$ cat config.mk
export PLATFORM = sky130hd
export DESIGN_NAME = pwmifc_top
export DESIGN_NICKNAME = d
export VERILOG_FILES = /design/src/hdl/pwmifc_pkg.sv /design/src/hdl/pwmifc_gen.sv /design/src/hdl/pwmifc_top.sv
export VERILOG_INCLUDE_DIRS = /design/src /design/src/hdl
export SDC_FILE = /design/constraint.sdc
export NUM_CORES = 1
export LEC_CHECK = 0
export BUFFER_PORTS_ARGS = -buffer_cell sky130_fd_sc_hd__buf_2
export CELL_PAD_IN_SITES_DETAIL_PLACEMENT = 1
export CELL_PAD_IN_SITES_GLOBAL_PLACEMENT = 2
export CORE_ASPECT_RATIO = 0.9
export CORE_UTILIZATION = 41
export DETAILED_ROUTE_END_ITERATION = 8
export PLACE_DENSITY = 0.86
export SLEW_MARGIN = 20
export SYNTH_ARGS = -nofsm -noshare
export SYNTH_HDL_FRONTEND = slang
export SYNTH_SLANG_ARGS = --single-unit
$ cat constraint.sdc
create_clock -name clk -period 3.7 [get_ports clk]
set_input_delay 0.185 -clock clk [delete_from_list [all_inputs] [get_ports clk]]
set_output_delay 0.185 -clock clk [all_outputs]
set_load 0.02 [all_outputs]
$ cat src/hdl/pwmifc_map.svh
`ifndef PWMIFC_MAP_SVH
`define PWMIFC_MAP_SVH

// ******************************************************
// register offsets (byte addresses, one word each; the generator word offsets are word indices)
// ******************************************************
`define PWMIFC_OFS_CTRL 8'h00
`define PWMIFC_OFS_MOD_INTEN 8'h04
`define PWMIFC_OFS_MOD_RIS 8'h08
`define PWMIFC_OFS_MOD_ISC 8'h0C
`define PWMIFC_OFS_SUPPRESS 8'h10
`define PWMIFC_OFS_FLEVEL 8'h14
`define PWMIFC_OFS_FSENSE 8'h18
`define PWMIFC_OFS_FSEL 8'h1C
`define PWMIFC_OFS_GEN_BASE 8'h40
`define PWMIFC_GEN_STRIDE 8'h10
`define PWMIFC_GOFS_INTEN 2'h0
`define PWMIFC_GOFS_RIS 2'h1
`define PWMIFC_GOFS_ISC 2'h2
`define PWMIFC_GOFS_PERIOD 2'h3

// ******************************************************
// field positions and widths
// ******************************************************
`define PWMIFC_NGEN 4
`define PWMIFC_NFLT 4
`define PWMIFC_NOUT 8
`define PWMIFC_NEVT 6
`define PWMIFC_PER_W 16
`define PWMIFC_CTRL_RUN_LSB 0
`define PWMIFC_CTRL_EXT_LSB 4
`define PWMIFC_INTEN_IRQ_LSB 0
`define PWMIFC_INTEN_TRIG_LSB 8
`define PWMIFC_MOD_GEN_LSB 0
`define PWMIFC_MOD_FLT_LSB 4

// ******************************************************
// reset values
// ******************************************************
`define PWMIFC_RST_PERIOD 16'h0000
`define PWMIFC_RST_BYTE 8'h00
`define PWMIFC_RST_FSEL 16'h1111

`endif

$ cat src/hdl/pwmifc_pkg.sv
package pwmifc_pkg;

	typedef logic [5:0] pwmifc_evt_t;
	typedef logic [15:0] pwmifc_per_t;
	typedef logic [7:0] pwmifc_byte_t;

	typedef enum logic [2:0] {
		PWMIFC_EVT_ZERO = 3'h0,
		PWMIFC_EVT_RELOAD = 3'h1,
		PWMIFC_EVT_A_UP = 3'h2,
		PWMIFC_EVT_A_DOWN = 3'h3,
		PWMIFC_EVT_B_UP = 3'h4,
		PWMIFC_EVT_B_DOWN = 3'h5
	} pwmifc_evt_idx_t;

endpackage : pwmifc_pkg

$ cat src/hdl/pwmifc_gen.sv
`timescale 1ns/10ps
`include "pwmifc_map.svh"

module pwmifc_gen
	import pwmifc_pkg::*;
(
	input wire logic clk,
	input wire logic reset_n,
	input wire logic run,
	input wire logic [3:0] cmp_evt,
	input wire logic inten_wr,
	input wire logic isc_wr,
	input wire logic per_wr,
	input wire logic [31:0] wdata,
	output pwmifc_evt_t irq_en,
	output pwmifc_evt_t trig_en,
	output pwmifc_evt_t raw_status,
	output pwmifc_evt_t masked_status,
	output pwmifc_per_t period_prog,
	output logic gen_irq_pend,
	output logic gen_trig
);

	// ******************************************************
	// time base: zero pulses one period apart
	// ******************************************************
	pwmifc_per_t cnt_ff, nxt_cnt, active_ff, nxt_active, prog_ff;
	logic pending_ff;
	pwmifc_evt_t ien_ff, ten_ff, ris_ff;
	logic trig_ff;
	wire at_zero = run && (cnt_ff == `PWMIFC_RST_PERIOD);
	// a pending update takes effect at the zero event only
	wire pwmifc_per_t load_val = pending_ff ? prog_ff : active_ff;
	wire pwmifc_evt_t evt_now = {cmp_evt[3], cmp_evt[2], cmp_evt[1], cmp_evt[0], at_zero, at_zero};

	always_comb begin
		nxt_cnt = cnt_ff;
		nxt_active = active_ff;
		if (at_zero) begin
			nxt_active = load_val;
			nxt_cnt = (load_val == `PWMIFC_RST_PERIOD) ? load_val : load_val - 16'h0001;
		end else if (run) begin
			nxt_cnt = cnt_ff - 16'h0001;
		end
	end

	always_ff @(posedge clk or negedge reset_n) begin
		if (!reset_n) begin
			cnt_ff <= `PWMIFC_RST_PERIOD;
			active_ff <= `PWMIFC_RST_PERIOD;
		end else begin
			cnt_ff <= nxt_cnt;
			active_ff <= nxt_active;
		end
	end

	// latest write simply overwrites the staged value
	always_ff @(posedge clk or negedge reset_n) begin
		if (!reset_n) begin
			prog_ff <= `PWMIFC_RST_PERIOD;
			pending_ff <= 1'b0;
		end else begin
			if (per_wr) begin
				prog_ff <= wdata[15:0];
			end
			pending_ff <= per_wr | (pending_ff & ~at_zero);
		end
	end

	// ******************************************************
	// enables and status
	// ******************************************************
	always_ff @(posedge clk or negedge reset_n) begin
		if (!reset_n) begin
			ien_ff <= 6'h00;
			ten_ff <= 6'h00;
		end else if (inten_wr) begin
			ien_ff <= wdata[`PWMIFC_INTEN_IRQ_LSB +: 6];
			ten_ff <= wdata[`PWMIFC_INTEN_TRIG_LSB +: 6];
		end
	end

	// set wins over a write-one clear in the same cycle
	wire pwmifc_evt_t clr_mask = isc_wr ? wdata[5:0] : 6'h00;
	always_ff @(posedge clk or negedge reset_n) begin
		if (!reset_n) begin
			ris_ff <= 6'h00;
			trig_ff <= 1'b0;
		end else begin
			ris_ff <= (ris_ff & ~clr_mask) | evt_now;
			trig_ff <= |(evt_now & ten_ff);
		end
	end

	assign irq_en = ien_ff;
	assign trig_en = ten_ff;
	assign raw_status = ris_ff;
	assign masked_status = ris_ff & ien_ff;
	assign gen_irq_pend = |(ris_ff & ien_ff);
	assign period_prog = prog_ff;
	assign gen_trig = trig_ff;

endmodule : pwmifc_gen

$ cat src/hdl/pwmifc_top.sv
// Design decisions made here: the placing of the registers and the plain strobed port.
`timescale 1ns/10ps
`include "pwmifc_map.svh"

// Functional notes
// - each generator has an enable register whose set bits pass the chosen sources to its interrupt or trigger.
// - the enable register holds six interrupt and six trigger sources: zero, reload, A up/down, B up/down.
// - cleared enable bits mask their sources so they no longer raise the generator interrupt or trigger.
// - each generator offers a raw status of all events and a masked status of enabled events only.
// - module raw and masked status hold one summary bit per generator and one bit per fault input.
// - a module enable register unmasks or masks the four generator and four fault interrupts.
// - a generator interrupt leaves only when its source, module and controller enables are all set.
// - the period value is the count of clock ticks between successive zero events of the generator.
// - reading a period returns the last written value even while the update is still pending.
// - repeated period writes before the update keep only the newest value.
// - each of eight outputs has a suppress bit forcing it inactive during a fault, otherwise untouched.
// - without extended fault handling or a configured level, suppressed outputs go low in a fault.
// - with extended fault handling the fault level of each suppressed output is configurable.
// - software clears generator status bits by writing ones; zero bits stay as they are.
// - in extended mode a generator fault is the OR of its selected fault inputs after sense adjustment.
module pwmifc_top
	import pwmifc_pkg::*;
(
	input wire logic clk,
	input wire logic reset_n,
	input wire logic [7:0] reg_addr,
	input wire logic [31:0] reg_wdata,
	input wire logic reg_wr,
	input wire logic reg_rd,
	output logic [31:0] reg_rdata,
	input wire logic [15:0] cmp_evt,
	input wire logic [3:0] fault_pin,
	input wire logic [7:0] pwm_raw,
	output logic [7:0] pwm_out,
	output logic [3:0] gen_irq,
	output logic [3:0] gen_trig,
	output logic irq
);

	// ******************************************************
	// address decode
	// ******************************************************
	wire sel_ctrl = (reg_addr == `PWMIFC_OFS_CTRL);
	wire sel_mod_inten = (reg_addr == `PWMIFC_OFS_MOD_INTEN);
	wire sel_mod_ris = (reg_addr == `PWMIFC_OFS_MOD_RIS);
	wire sel_mod_isc = (reg_addr == `PWMIFC_OFS_MOD_ISC);
	wire sel_supp = (reg_addr == `PWMIFC_OFS_SUPPRESS);
	wire sel_flevel = (reg_addr == `PWMIFC_OFS_FLEVEL);
	wire sel_fsense = (reg_addr == `PWMIFC_OFS_FSENSE);
	wire sel_fsel = (reg_addr == `PWMIFC_OFS_FSEL);

	// generator window: base 0x40, four blocks of four words
	wire in_gen_win = (reg_addr[7:6] == 2'h1) && (reg_addr[1:0] == 2'h0);
	wire [1:0] gen_idx = reg_addr[5:4];
	wire [1:0] gen_word = reg_addr[3:2];

	// ******************************************************
	// module-level registers
	// ******************************************************
	logic [7:0] ctrl_ff;
	logic [7:0] mod_inten_ff;
	logic [7:0] supp_ff;
	logic [7:0] flevel_ff;
	logic [3:0] fsense_ff;
	logic [15:0] fsel_ff;

	always_ff @(posedge clk or negedge reset_n) begin
		if (!reset_n) begin
			ctrl_ff <= `PWMIFC_RST_BYTE;
			mod_inten_ff <= `PWMIFC_RST_BYTE;
			supp_ff <= `PWMIFC_RST_BYTE;
			flevel_ff <= `PWMIFC_RST_BYTE;
			fsense_ff <= 4'h0;
			fsel_ff <= `PWMIFC_RST_FSEL;
		end else if (reg_wr) begin
			if (sel_ctrl) begin
				ctrl_ff <= reg_wdata[7:0];
			end
			if (sel_mod_inten) begin
				mod_inten_ff <= reg_wdata[7:0];
			end
			if (sel_supp) begin
				supp_ff <= reg_wdata[7:0];
			end
			if (sel_flevel) begin
				flevel_ff <= reg_wdata[7:0];
			end
			if (sel_fsense) begin
				fsense_ff <= reg_wdata[3:0];
			end
			if (sel_fsel) begin
				fsel_ff <= reg_wdata[15:0];
			end
		end
	end

	wire [3:0] gen_run = ctrl_ff[`PWMIFC_CTRL_RUN_LSB +: 4];
	wire [3:0] gen_ext = ctrl_ff[`PWMIFC_CTRL_EXT_LSB +: 4];

	// ******************************************************
	// generators
	// ******************************************************
	pwmifc_evt_t g_ien [4];
	pwmifc_evt_t g_ten [4];
	pwmifc_evt_t g_ris [4];
	pwmifc_evt_t g_mis [4];
	pwmifc_per_t g_per [4];
	logic [3:0] g_pend;
	logic [3:0] g_trig;

	// one decode per word, shared by all four generators
	wire gen_wr = reg_wr && in_gen_win;
	wire wr_inten = gen_wr && (gen_word == `PWMIFC_GOFS_INTEN);
	wire wr_isc = gen_wr && (gen_word == `PWMIFC_GOFS_ISC);
	wire wr_per = gen_wr && (gen_word == `PWMIFC_GOFS_PERIOD);
	wire [3:0] gen_hit = 4'h1 << gen_idx;

	// ******************************************************
	// generator instances
	// ******************************************************
	// generator g owns cmp_evt[4g+3:4g]
	pwmifc_gen u_gen0 (
		.clk(clk),
		.reset_n(reset_n),
		.run(gen_run[0]),
		.cmp_evt(cmp_evt[3:0]),
		.inten_wr(wr_inten && gen_hit[0]),
		.isc_wr(wr_isc && gen_hit[0]),
		.per_wr(wr_per && gen_hit[0]),
		.wdata(reg_wdata),
		.irq_en(g_ien[0]),
		.trig_en(g_ten[0]),
		.raw_status(g_ris[0]),
		.masked_status(g_mis[0]),
		.period_prog(g_per[0]),
		.gen_irq_pend(g_pend[0]),
		.gen_trig(g_trig[0])
	);

	pwmifc_gen u_gen1 (
		.clk(clk),
		.reset_n(reset_n),
		.run(gen_run[1]),
		.cmp_evt(cmp_evt[7:4]),
		.inten_wr(wr_inten && gen_hit[1]),
		.isc_wr(wr_isc && gen_hit[1]),
		.per_wr(wr_per && gen_hit[1]),
		.wdata(reg_wdata),
		.irq_en(g_ien[1]),
		.trig_en(g_ten[1]),
		.raw_status(g_ris[1]),
		.masked_status(g_mis[1]),
		.period_prog(g_per[1]),
		.gen_irq_pend(g_pend[1]),
		.gen_trig(g_trig[1])
	);

	pwmifc_gen u_gen2 (
		.clk(clk),
		.reset_n(reset_n),
		.run(gen_run[2]),
		.cmp_evt(cmp_evt[11:8]),
		.inten_wr(wr_inten && gen_hit[2]),
		.isc_wr(wr_isc && gen_hit[2]),
		.per_wr(wr_per && gen_hit[2]),
		.wdata(reg_wdata),
		.irq_en(g_ien[2]),
		.trig_en(g_ten[2]),
		.raw_status(g_ris[2]),
		.masked_status(g_mis[2]),
		.period_prog(g_per[2]),
		.gen_irq_pend(g_pend[2]),
		.gen_trig(g_trig[2])
	);

	pwmifc_gen u_gen3 (
		.clk(clk),
		.reset_n(reset_n),
		.run(gen_run[3]),
		.cmp_evt(cmp_evt[15:12]),
		.inten_wr(wr_inten && gen_hit[3]),
		.isc_wr(wr_isc && gen_hit[3]),
		.per_wr(wr_per && gen_hit[3]),
		.wdata(reg_wdata),
		.irq_en(g_ien[3]),
		.trig_en(g_ten[3]),
		.raw_status(g_ris[3]),
		.masked_status(g_mis[3]),
		.period_prog(g_per[3]),
		.gen_irq_pend(g_pend[3]),
		.gen_trig(g_trig[3])
	);

	// ******************************************************
	// fault inputs
	// ******************************************************
	// pins are asynchronous: two stages before any logic looks at them
	logic [3:0] fault_meta_ff;
	logic [3:0] fault_sync_ff;

	always_ff @(posedge clk or negedge reset_n) begin
		if (!reset_n) begin
			fault_meta_ff <= 4'h0;
			fault_sync_ff <= 4'h0;
		end else begin
			fault_meta_ff <= fault_pin;
			fault_sync_ff <= fault_meta_ff;
		end
	end

	// sense bit set means the input is asserted while low
	wire [3:0] fault_act = fault_sync_ff ^ fsense_ff;

	logic [3:0] gen_fault;
	always_comb begin
		for (int g = 0; g < `PWMIFC_NGEN; g++) begin
			if (gen_ext[g]) begin
				gen_fault[g] = |(fsel_ff[4*g +: 4] & fault_act);
			end else begin
				gen_fault[g] = fault_act[0];
			end
		end
	end

	// ******************************************************
	// module status and interrupt
	// ******************************************************
	logic [3:0] flt_sts_ff;
	wire mod_isc_wr = reg_wr && sel_mod_isc;
	wire [3:0] flt_clr = mod_isc_wr ? reg_wdata[`PWMIFC_MOD_FLT_LSB +: 4] : 4'h0;

	// a fault that is still present re-sets its bit, even under a clear
	always_ff @(posedge clk or negedge reset_n) begin
		if (!reset_n) begin
			flt_sts_ff <= 4'h0;
		end else begin
			flt_sts_ff <= (flt_sts_ff & ~flt_clr) | fault_act;
		end
	end

	// generator bits summarise the generator, cleared at the generator itself
	wire [7:0] mod_raw = {flt_sts_ff, g_pend};
	wire [7:0] mod_masked = mod_raw & mod_inten_ff;

	logic [3:0] gen_irq_ff;
	logic [3:0] gen_trig_ff;
	logic irq_ff;

	always_ff @(posedge clk or negedge reset_n) begin
		if (!reset_n) begin
			gen_irq_ff <= 4'h0;
			gen_trig_ff <= 4'h0;
			irq_ff <= 1'b0;
		end else begin
			gen_irq_ff <= g_pend & mod_inten_ff[`PWMIFC_MOD_GEN_LSB +: 4];
			gen_trig_ff <= g_trig;
			irq_ff <= |mod_masked;
		end
	end

	assign gen_irq = gen_irq_ff;
	assign gen_trig = gen_trig_ff;
	assign irq = irq_ff;

	// ******************************************************
	// output fault suppression
	// ******************************************************
	// outputs 2g and 2g+1 belong to generator g
	logic [7:0] nxt_pwm;
	always_comb begin
		for (int o = 0; o < `PWMIFC_NOUT; o++) begin
			if (gen_fault[o / 2] && supp_ff[o]) begin
				// level only honoured in extended mode; default level is low
				nxt_pwm[o] = gen_ext[o / 2] & flevel_ff[o];
			end else begin
				nxt_pwm[o] = pwm_raw[o];
			end
		end
	end

	logic [7:0] pwm_ff;
	always_ff @(posedge clk or negedge reset_n) begin
		if (!reset_n) begin
			pwm_ff <= 8'h00;
		end else begin
			pwm_ff <= nxt_pwm;
		end
	end

	assign pwm_out = pwm_ff;

	// ******************************************************
	// read path
	// ******************************************************
	// unmapped addresses read zero; reads have no side effects
	logic [31:0] gen_rd;
	always_comb begin
		case (gen_word)
			`PWMIFC_GOFS_INTEN: gen_rd = {18'h00000, g_ten[gen_idx], 2'h0, g_ien[gen_idx]};
			`PWMIFC_GOFS_RIS: gen_rd = {26'h0000000, g_ris[gen_idx]};
			`PWMIFC_GOFS_ISC: gen_rd = {26'h0000000, g_mis[gen_idx]};
			`PWMIFC_GOFS_PERIOD: gen_rd = {16'h0000, g_per[gen_idx]};
			default: gen_rd = 32'h00000000;
		endcase
	end

	logic [31:0] rd_mux;
	always_comb begin
		rd_mux = 32'h00000000;
		if (sel_ctrl) begin
			rd_mux = {24'h000000, ctrl_ff};
		end else if (sel_mod_inten) begin
			rd_mux = {24'h000000, mod_inten_ff};
		end else if (sel_mod_ris) begin
			rd_mux = {24'h000000, mod_raw};
		end else if (sel_mod_isc) begin
			rd_mux = {24'h000000, mod_masked};
		end else if (sel_supp) begin
			rd_mux = {24'h000000, supp_ff};
		end else if (sel_flevel) begin
			rd_mux = {24'h000000, flevel_ff};
		end else if (sel_fsense) begin
			rd_mux = {28'h0000000, fsense_ff};
		end else if (sel_fsel) begin
			rd_mux = {16'h0000, fsel_ff};
		end else if (in_gen_win) begin
			rd_mux = gen_rd;
		end
	end

	// data stands only in the cycle after the strobe
	logic [31:0] rdata_ff;
	always_ff @(posedge clk or negedge reset_n) begin
		if (!reset_n) begin
			rdata_ff <= 32'h00000000;
		end else begin
			rdata_ff <= reg_rd ? rd_mux : 32'h00000000;
		end
	end

	assign reg_rdata = rdata_ff;

endmodule : pwmifc_top

# Word level (Yosys, flattened, before mapping)
# Index checks and enable logic that the tools add are counted.
[word_totals] register_bits=385 latch_bits=0 mem_bits_rw=0 mem_bits_ro=0 input_bits=72 out_inout_bits=49 word_cells=241 n_memories=0
[classes] add_sub_neg=8 multipliers=0 div_mod_pow=0 n_lt_le_gt_ge=1 n_eq_ne=11 shift=1 n_mux=59 bitwise_logic=51 reduce_logical=64
[ops] operator="$mux W32" count=10
[ops] operator="$mux W16" count=18
[ops] operator="$logic_not A16 Y1" count=8
[ops] operator="$pmux W32 S4" count=1
[ops] operator="$sub A16 B1 Y16 const B" count=8
[ops] operator="$and A6 B6 Y6" count=12
[ops] operator="$mux W6" count=12
[ops] operator="$bmux W6 S2" count=4
[ops] operator="$reduce_or A6 Y1" count=8
[ops] operator="$bmux W16 S2" count=1
[ops] operator="$eq A8 B5 Y1 const B" count=4
[ops] operator="$logic_and A1 B1 Y1" count=30
[ops] operator="$and A4 B4 Y4" count=6
[ops] operator="$not A6 Y6" count=4
[ops] operator="$or A6 B6 Y6" count=4
[ops] operator="$eq A8 B4 Y1 const B" count=2
[ops] operator="$reduce_or A4 Y1" count=4
[ops] operator="$and A1 B1 Y1" count=12
[ops] operator="$mux W1" count=12
[ops] operator="$reduce_and A2 Y1" count=6
[ops] operator="$and A8 B8 Y8" count=1
[ops] operator="$eq A8 B3 Y1 const B" count=1
[ops] operator="$logic_not A8 Y1" count=1
[ops] operator="$reduce_bool A2 Y1" count=4
[ops] operator="13 further kinds" count=22

# Depth between registers and ports, before layout
[depth] word_depth=15 ltp_mapped=11 ltp_nobuf=8

# Modules after synthesis
# Synthesis repeated with hierarchy kept, for this count alone.
[hier_totals] cells_unflattened=1879 area_unflattened_um2=20460.9
[by_module_without_submodules] module="pwmifc_gen (u_gen2 ...)" n_inst=2 cells_each=348 area_per_inst_um2=3658.5 seq_area_each_um2=1701.6
[by_module_without_submodules] module="pwmifc_gen (u_gen0 ...)" n_inst=2 cells_each=333 area_per_inst_um2=3646.0 seq_area_each_um2=1701.6
[by_module_without_submodules] module="pwmifc_top" n_inst=1 cells_each=517 area_per_inst_um2=5851.9 seq_area_each_um2=2432.3

# Worst setup path after synthesis
# No wires, ideal clock.
[synth_timing] path_type="register to register" from="register u_gen0.pending_ff" to="register u_gen0.cnt_ff[8]" setup_time_ps=87 arrival_ps=2865 t_required_ps=3613 setup_slack_ps=749 stages_incl_launch_ff=12 path_buffers=4 period_less_slack_ps=2951 path_cell_list="dfrtp_1 buf_2 buf_2 buf_1 mux2i_1 ha_1 o221ai_1 nor4_1 buf_2 nor4b_1 xor2_1 o211ai_1"
[synth_via] elab_chain_cells=4 elab_cells_between_ends=5 classes_between="add/sub (1); mux (3); reduce/logical (1)"
[synth_rtl] element="start, declared" line="pwmifc_gen.sv:28" text="logic pending_ff;"
[synth_rtl] element="start signal, assigned" line="pwmifc_gen.sv:66" text="pending_ff <= per_wr | (pending_ff & ~at_zero);"
[synth_rtl] element="$mux W16 *" line="pwmifc_gen.sv:33" text="wire pwmifc_per_t load_val = pending_ff ? prog_ff : active_ff;"
[synth_rtl] element="$sub A16 B1 Y16 or $logic_not A16 Y1 (tied branches)"
[synth_rtl] element="$mux W16 *" line="pwmifc_gen.sv:41" text="nxt_cnt = (load_val == `PWMIFC_RST_PERIOD) ? load_val : load_val - 16'h0001;"
[synth_rtl] element="$mux W16 *" line="pwmifc_gen.sv:39" text="if (at_zero) begin"
[synth_rtl] element="end signal, assigned" line="pwmifc_gen.sv:49" text="cnt_ff <= `PWMIFC_RST_PERIOD;"
[synth_rtl] element="end signal, assigned" line="pwmifc_gen.sv:52" text="cnt_ff <= nxt_cnt;"
[synth_rtl] element="end, declared" line="pwmifc_gen.sv:27" text="pwmifc_per_t cnt_ff, nxt_cnt, active_ff, nxt_active, prog_ff;"
# Every way passes the cells marked *; elsewhere a longest branch is shown, timed or not.
# A chain may end at the register's enable or synchronous reset.

# Worst setup path after layout
[layout_timing] from="register u_gen3.pending_ff" to="register u_gen3.cnt_ff[9]"
[layout_via] elab_chain_cells=4 elab_cells_between_ends=5 classes_between="add/sub (1); mux (3); reduce/logical (1)"
[layout_rtl] element="start, declared" line="pwmifc_gen.sv:28"
[layout_rtl] element="start signal, assigned" line="pwmifc_gen.sv:66"
[layout_rtl] element="$mux W16 *" line="pwmifc_gen.sv:33"
[layout_rtl] element="$sub A16 B1 Y16 or $logic_not A16 Y1 (tied branches)"
[layout_rtl] element="$mux W16 *" line="pwmifc_gen.sv:41"
[layout_rtl] element="$mux W16 *" line="pwmifc_gen.sv:39"
[layout_rtl] element="end signal, assigned" line="pwmifc_gen.sv:49"
[layout_rtl] element="end signal, assigned" line="pwmifc_gen.sv:52"
[layout_rtl] element="end, declared" line="pwmifc_gen.sv:27"
# Marks and branches as above.

==> metrics.yaml <==
cts:
  cts_tree: "built"
  ctsHtreeMaxLevel: 2
  postCtsHoldBufs: 30
  cts_buffers: 42
  insertion_delay_ps: 580
  post-cts-setup-buffer-count: 0
  cts_root_buf: "clkbuf_16"
  cts_max_path_buffers: 3
  ctsResizeCount: 0
  path_clk_slew_ps: 60
  numClockSinks: 369
drt:
  route.detailed.drc: 0
  via_per_inst: 5.99
  vias: 15700
  routed_wl_mm: 63.0
  postRouteAntennaNets: 0
  drt-initial-drc-count: 1160
  dr.pass1.iters: 6
  wl_per_cell_um: 24.1
timing:
  fmax_mhz: 333
  fin_tns_setup_ps: 0
  final-hold-violation-count: 0
  min_period_over_period: 0.811
  finClkSkew_ps: 33.9
  slew_headroom: 0.340
  worst_slew_pin_slew_ps: 989
  timing.final.ws_setup_ps: 701
  setup_viol: 0
  rsz0062_at_grt: "no"
  finalCriticalPeriod_ps: 3000
  drv_slew: 0
placed_design:
  hpwlAfterDp_mm: 44.9
  gp_congestion: 0.916
  dp_slack_ps: 705
  portBuffers: 88
die:
  rows: 75
  die-area_um2: 48600
  start_util: 0.418
  top_level_ports: 121
  die_w_um: 232
  coreArea_um2: 46800
  die_h_um: 209
power:
  powerDensity_nw_per_um2: 490
  p_leak_nw: 9.80
  seq_power_share: 0.439
  total_power_mw: 10.9
  clkPwrFrac: 0.387
  switching_power_mw: 3.32
  sw_frac_of_total: 0.303
  p_int_mw: 7.63
  pwr-share-comb: 0.174
  peakVddDrop_uv: 292
worst_setup_path:
  slowest_stage: "dfrtp_1"
  cp_max_fo: 18
  critical_path_class: "register to register"
  critical_path_buf_inv_count: 1
  critical-path-top-delay-family: "simple AND/OR/NAND/NOR gates"
  cp.arrival_ps: 3450
  cp_num_cells: 7
  path_cells: "buf_4 > or3_1 > a222oi_1 > and3_1 > nor4b_1 > or4_1 > o311ai_1"
  critPathMaxStageDelay_ps: 600
  start_kind: "register"
  critPathRequiredTime_ps: 4150
  end_kind: "register"
  rr_worst_depth: 7
final_layout:
  most-common-layout-cells: "dfrtp_1 (365), nand2_1 (220), mux2_2 (187), o21ai_0 (147), nor2_1 (112)"
  nFillCells: 5084
  nNetsFinal: 2049
  drive_gt1_frac: 0.228
  seq_area_um2: 9240
  final_common_cell: "dfrtp_1"
  diodes: 0
  multi_input_area_um2: 9710
  syn_to_final_growth_pct: 14.3
synthesis:
  ys_warn_count: 0
  netlist_area_um2: 19600
  synth_edf_count: 0
  async_flop_share: 1.00
  ys_ff_latch: 369
  syn_area_per_cell_um2: 10.5
  ys_seq_area_frac: 0.473
  synthCells: 1855
  ys_types: 81
  ys.flop_type: "dfrtp_1"
hold_path:
  min_delay_path_depth: 2
  hp-class: "input pin to register"
global_route:
  gr-total-overflow: 0
  grt_pass1_wl_mm: 99.3
  antenna_found_initial: 1
  track_usage: 0.266
  grt_pass1_vias: 16700
  grt_max_degree: 116
job:
  drv_cap: 0
status:
  status: "finished, final reports clean"
-- logic make-up (layout without fill, tap and decap cells) --
group                    count (synthesis)  in the layout  synth area share
AND/OR/NAND/NOR                        582            582             0.146
AO/OA/AOI/OAI                          407            407             0.133
flip-flops                             369            369             0.473
multiplexers                           294            294             0.186
buffers and inverters                  142            268            0.0337
XOR/XNOR                                48             48            0.0215
adder cells (fa/ha/maj)                 12             12           0.00768
other                                    1             16          0.000192
-- cells in the mapped netlist (12+ instances only) --
cell / instances / share of area
dfrtp_1: 365 / 0.47
nand2_1: 220 / 0.042
mux2_2: 187 / 0.11
o21ai_0: 147 / 0.038
nor2_1: 112 / 0.022
mux2i_1: 70 / 0.036
a21oi_1: 67 / 0.017
nor3_1: 57 / 0.015
clkbuf_1: 51 / 0.0098
buf_2: 38 / 0.0097
mux4_2: 36 / 0.041
a22oi_1: 33 / 0.013
xor2_1: 33 / 0.015
a21o_1: 31 / 0.012
nand3_1: 30 / 0.0077
or3_1: 26 / 0.0083
inv_1: 25 / 0.0048
buf_4: 21 / 0.0081
nor4_1: 21 / 0.0067
nor3b_1: 20 / 0.0077
o211ai_1: 19 / 0.0073
nand4_1: 15 / 0.0048
xnor2_1: 15 / 0.0067
a31oi_1: 12 / 0.0038
ha_1: 12 / 0.0077
o22ai_1: 12 / 0.0038
-- routing by layer --
metal / up-vias / track usage / routed length [um]
met2: 426 / 0.427 / 30000
li1: 7027 / - / -
met5: - / 0 / 0
met3: 130 / 0.0514 / 3530
met4: 0 / 0.105 / 2300
met1: 8071 / 0.354 / 27100
-- worst register-to-register path, cell delays in order, from the launching register on --
cell and delay (ps):
dfrtp_1 600, buf_4 300, or3_1 430, a222oi_1 500, and3_1 460, nor4b_1 90, or4_1 420, o311ai_1 100
-- final timing paths --
path                                        start                endpoint  slack [ps]
worst min-delay path                reg_wdata[14]  u_gen0.period_prog[14]          40
max in group asynchronous                 reset_n        u_gen3.cnt_ff[6]        2280
worst max register to register  u_gen3.pending_ff        u_gen3.cnt_ff[9]         700
worst max-delay path            u_gen3.pending_ff        u_gen3.cnt_ff[9]         700
worst min register to register   fault_meta_ff[3]        fault_sync_ff[3]         350
min in group asynchronous                 reset_n       u_gen2.trig_en[5]         240
-- stage by stage --
stage                     utilization  cells  area, um^2  hold WS (ps)
after floorplan                     -   1870       19600          -111
after global placement          0.441   2507       20700           299
after detailed placement        0.441   2507       20700           299
after CTS                       0.477   2612       22300          13.1
after global routing            0.477   2612       22300          14.5
final                           0.477   2612       22300          36.5
-- final cells by class --
class	count	area share
Sequential cell	369	0.413
Clock inverter	23	0.0102
Inverter	26	0.00437
Clock buffer	52	0.0519
Tap cell	616	0.0345
Multi-Input combinational cell	1359	0.434
Timing Repair Buffer	167	0.0512
-- power by group through the flow --
stage / Clock, mW / Sequential (mW) / Combinational (mW)
after floorplan: 0 / 4.73 / 1.35
after global placement: 0 / 4.84 / 1.80
after detailed placement: 0 / 4.86 / 1.88
after CTS: 4.32 / 4.80 / 1.91
after global routing: 4.46 / 4.86 / 2.13
final: 4.23 / 4.81 / 1.90
Power figures use the tool's default switching activity.
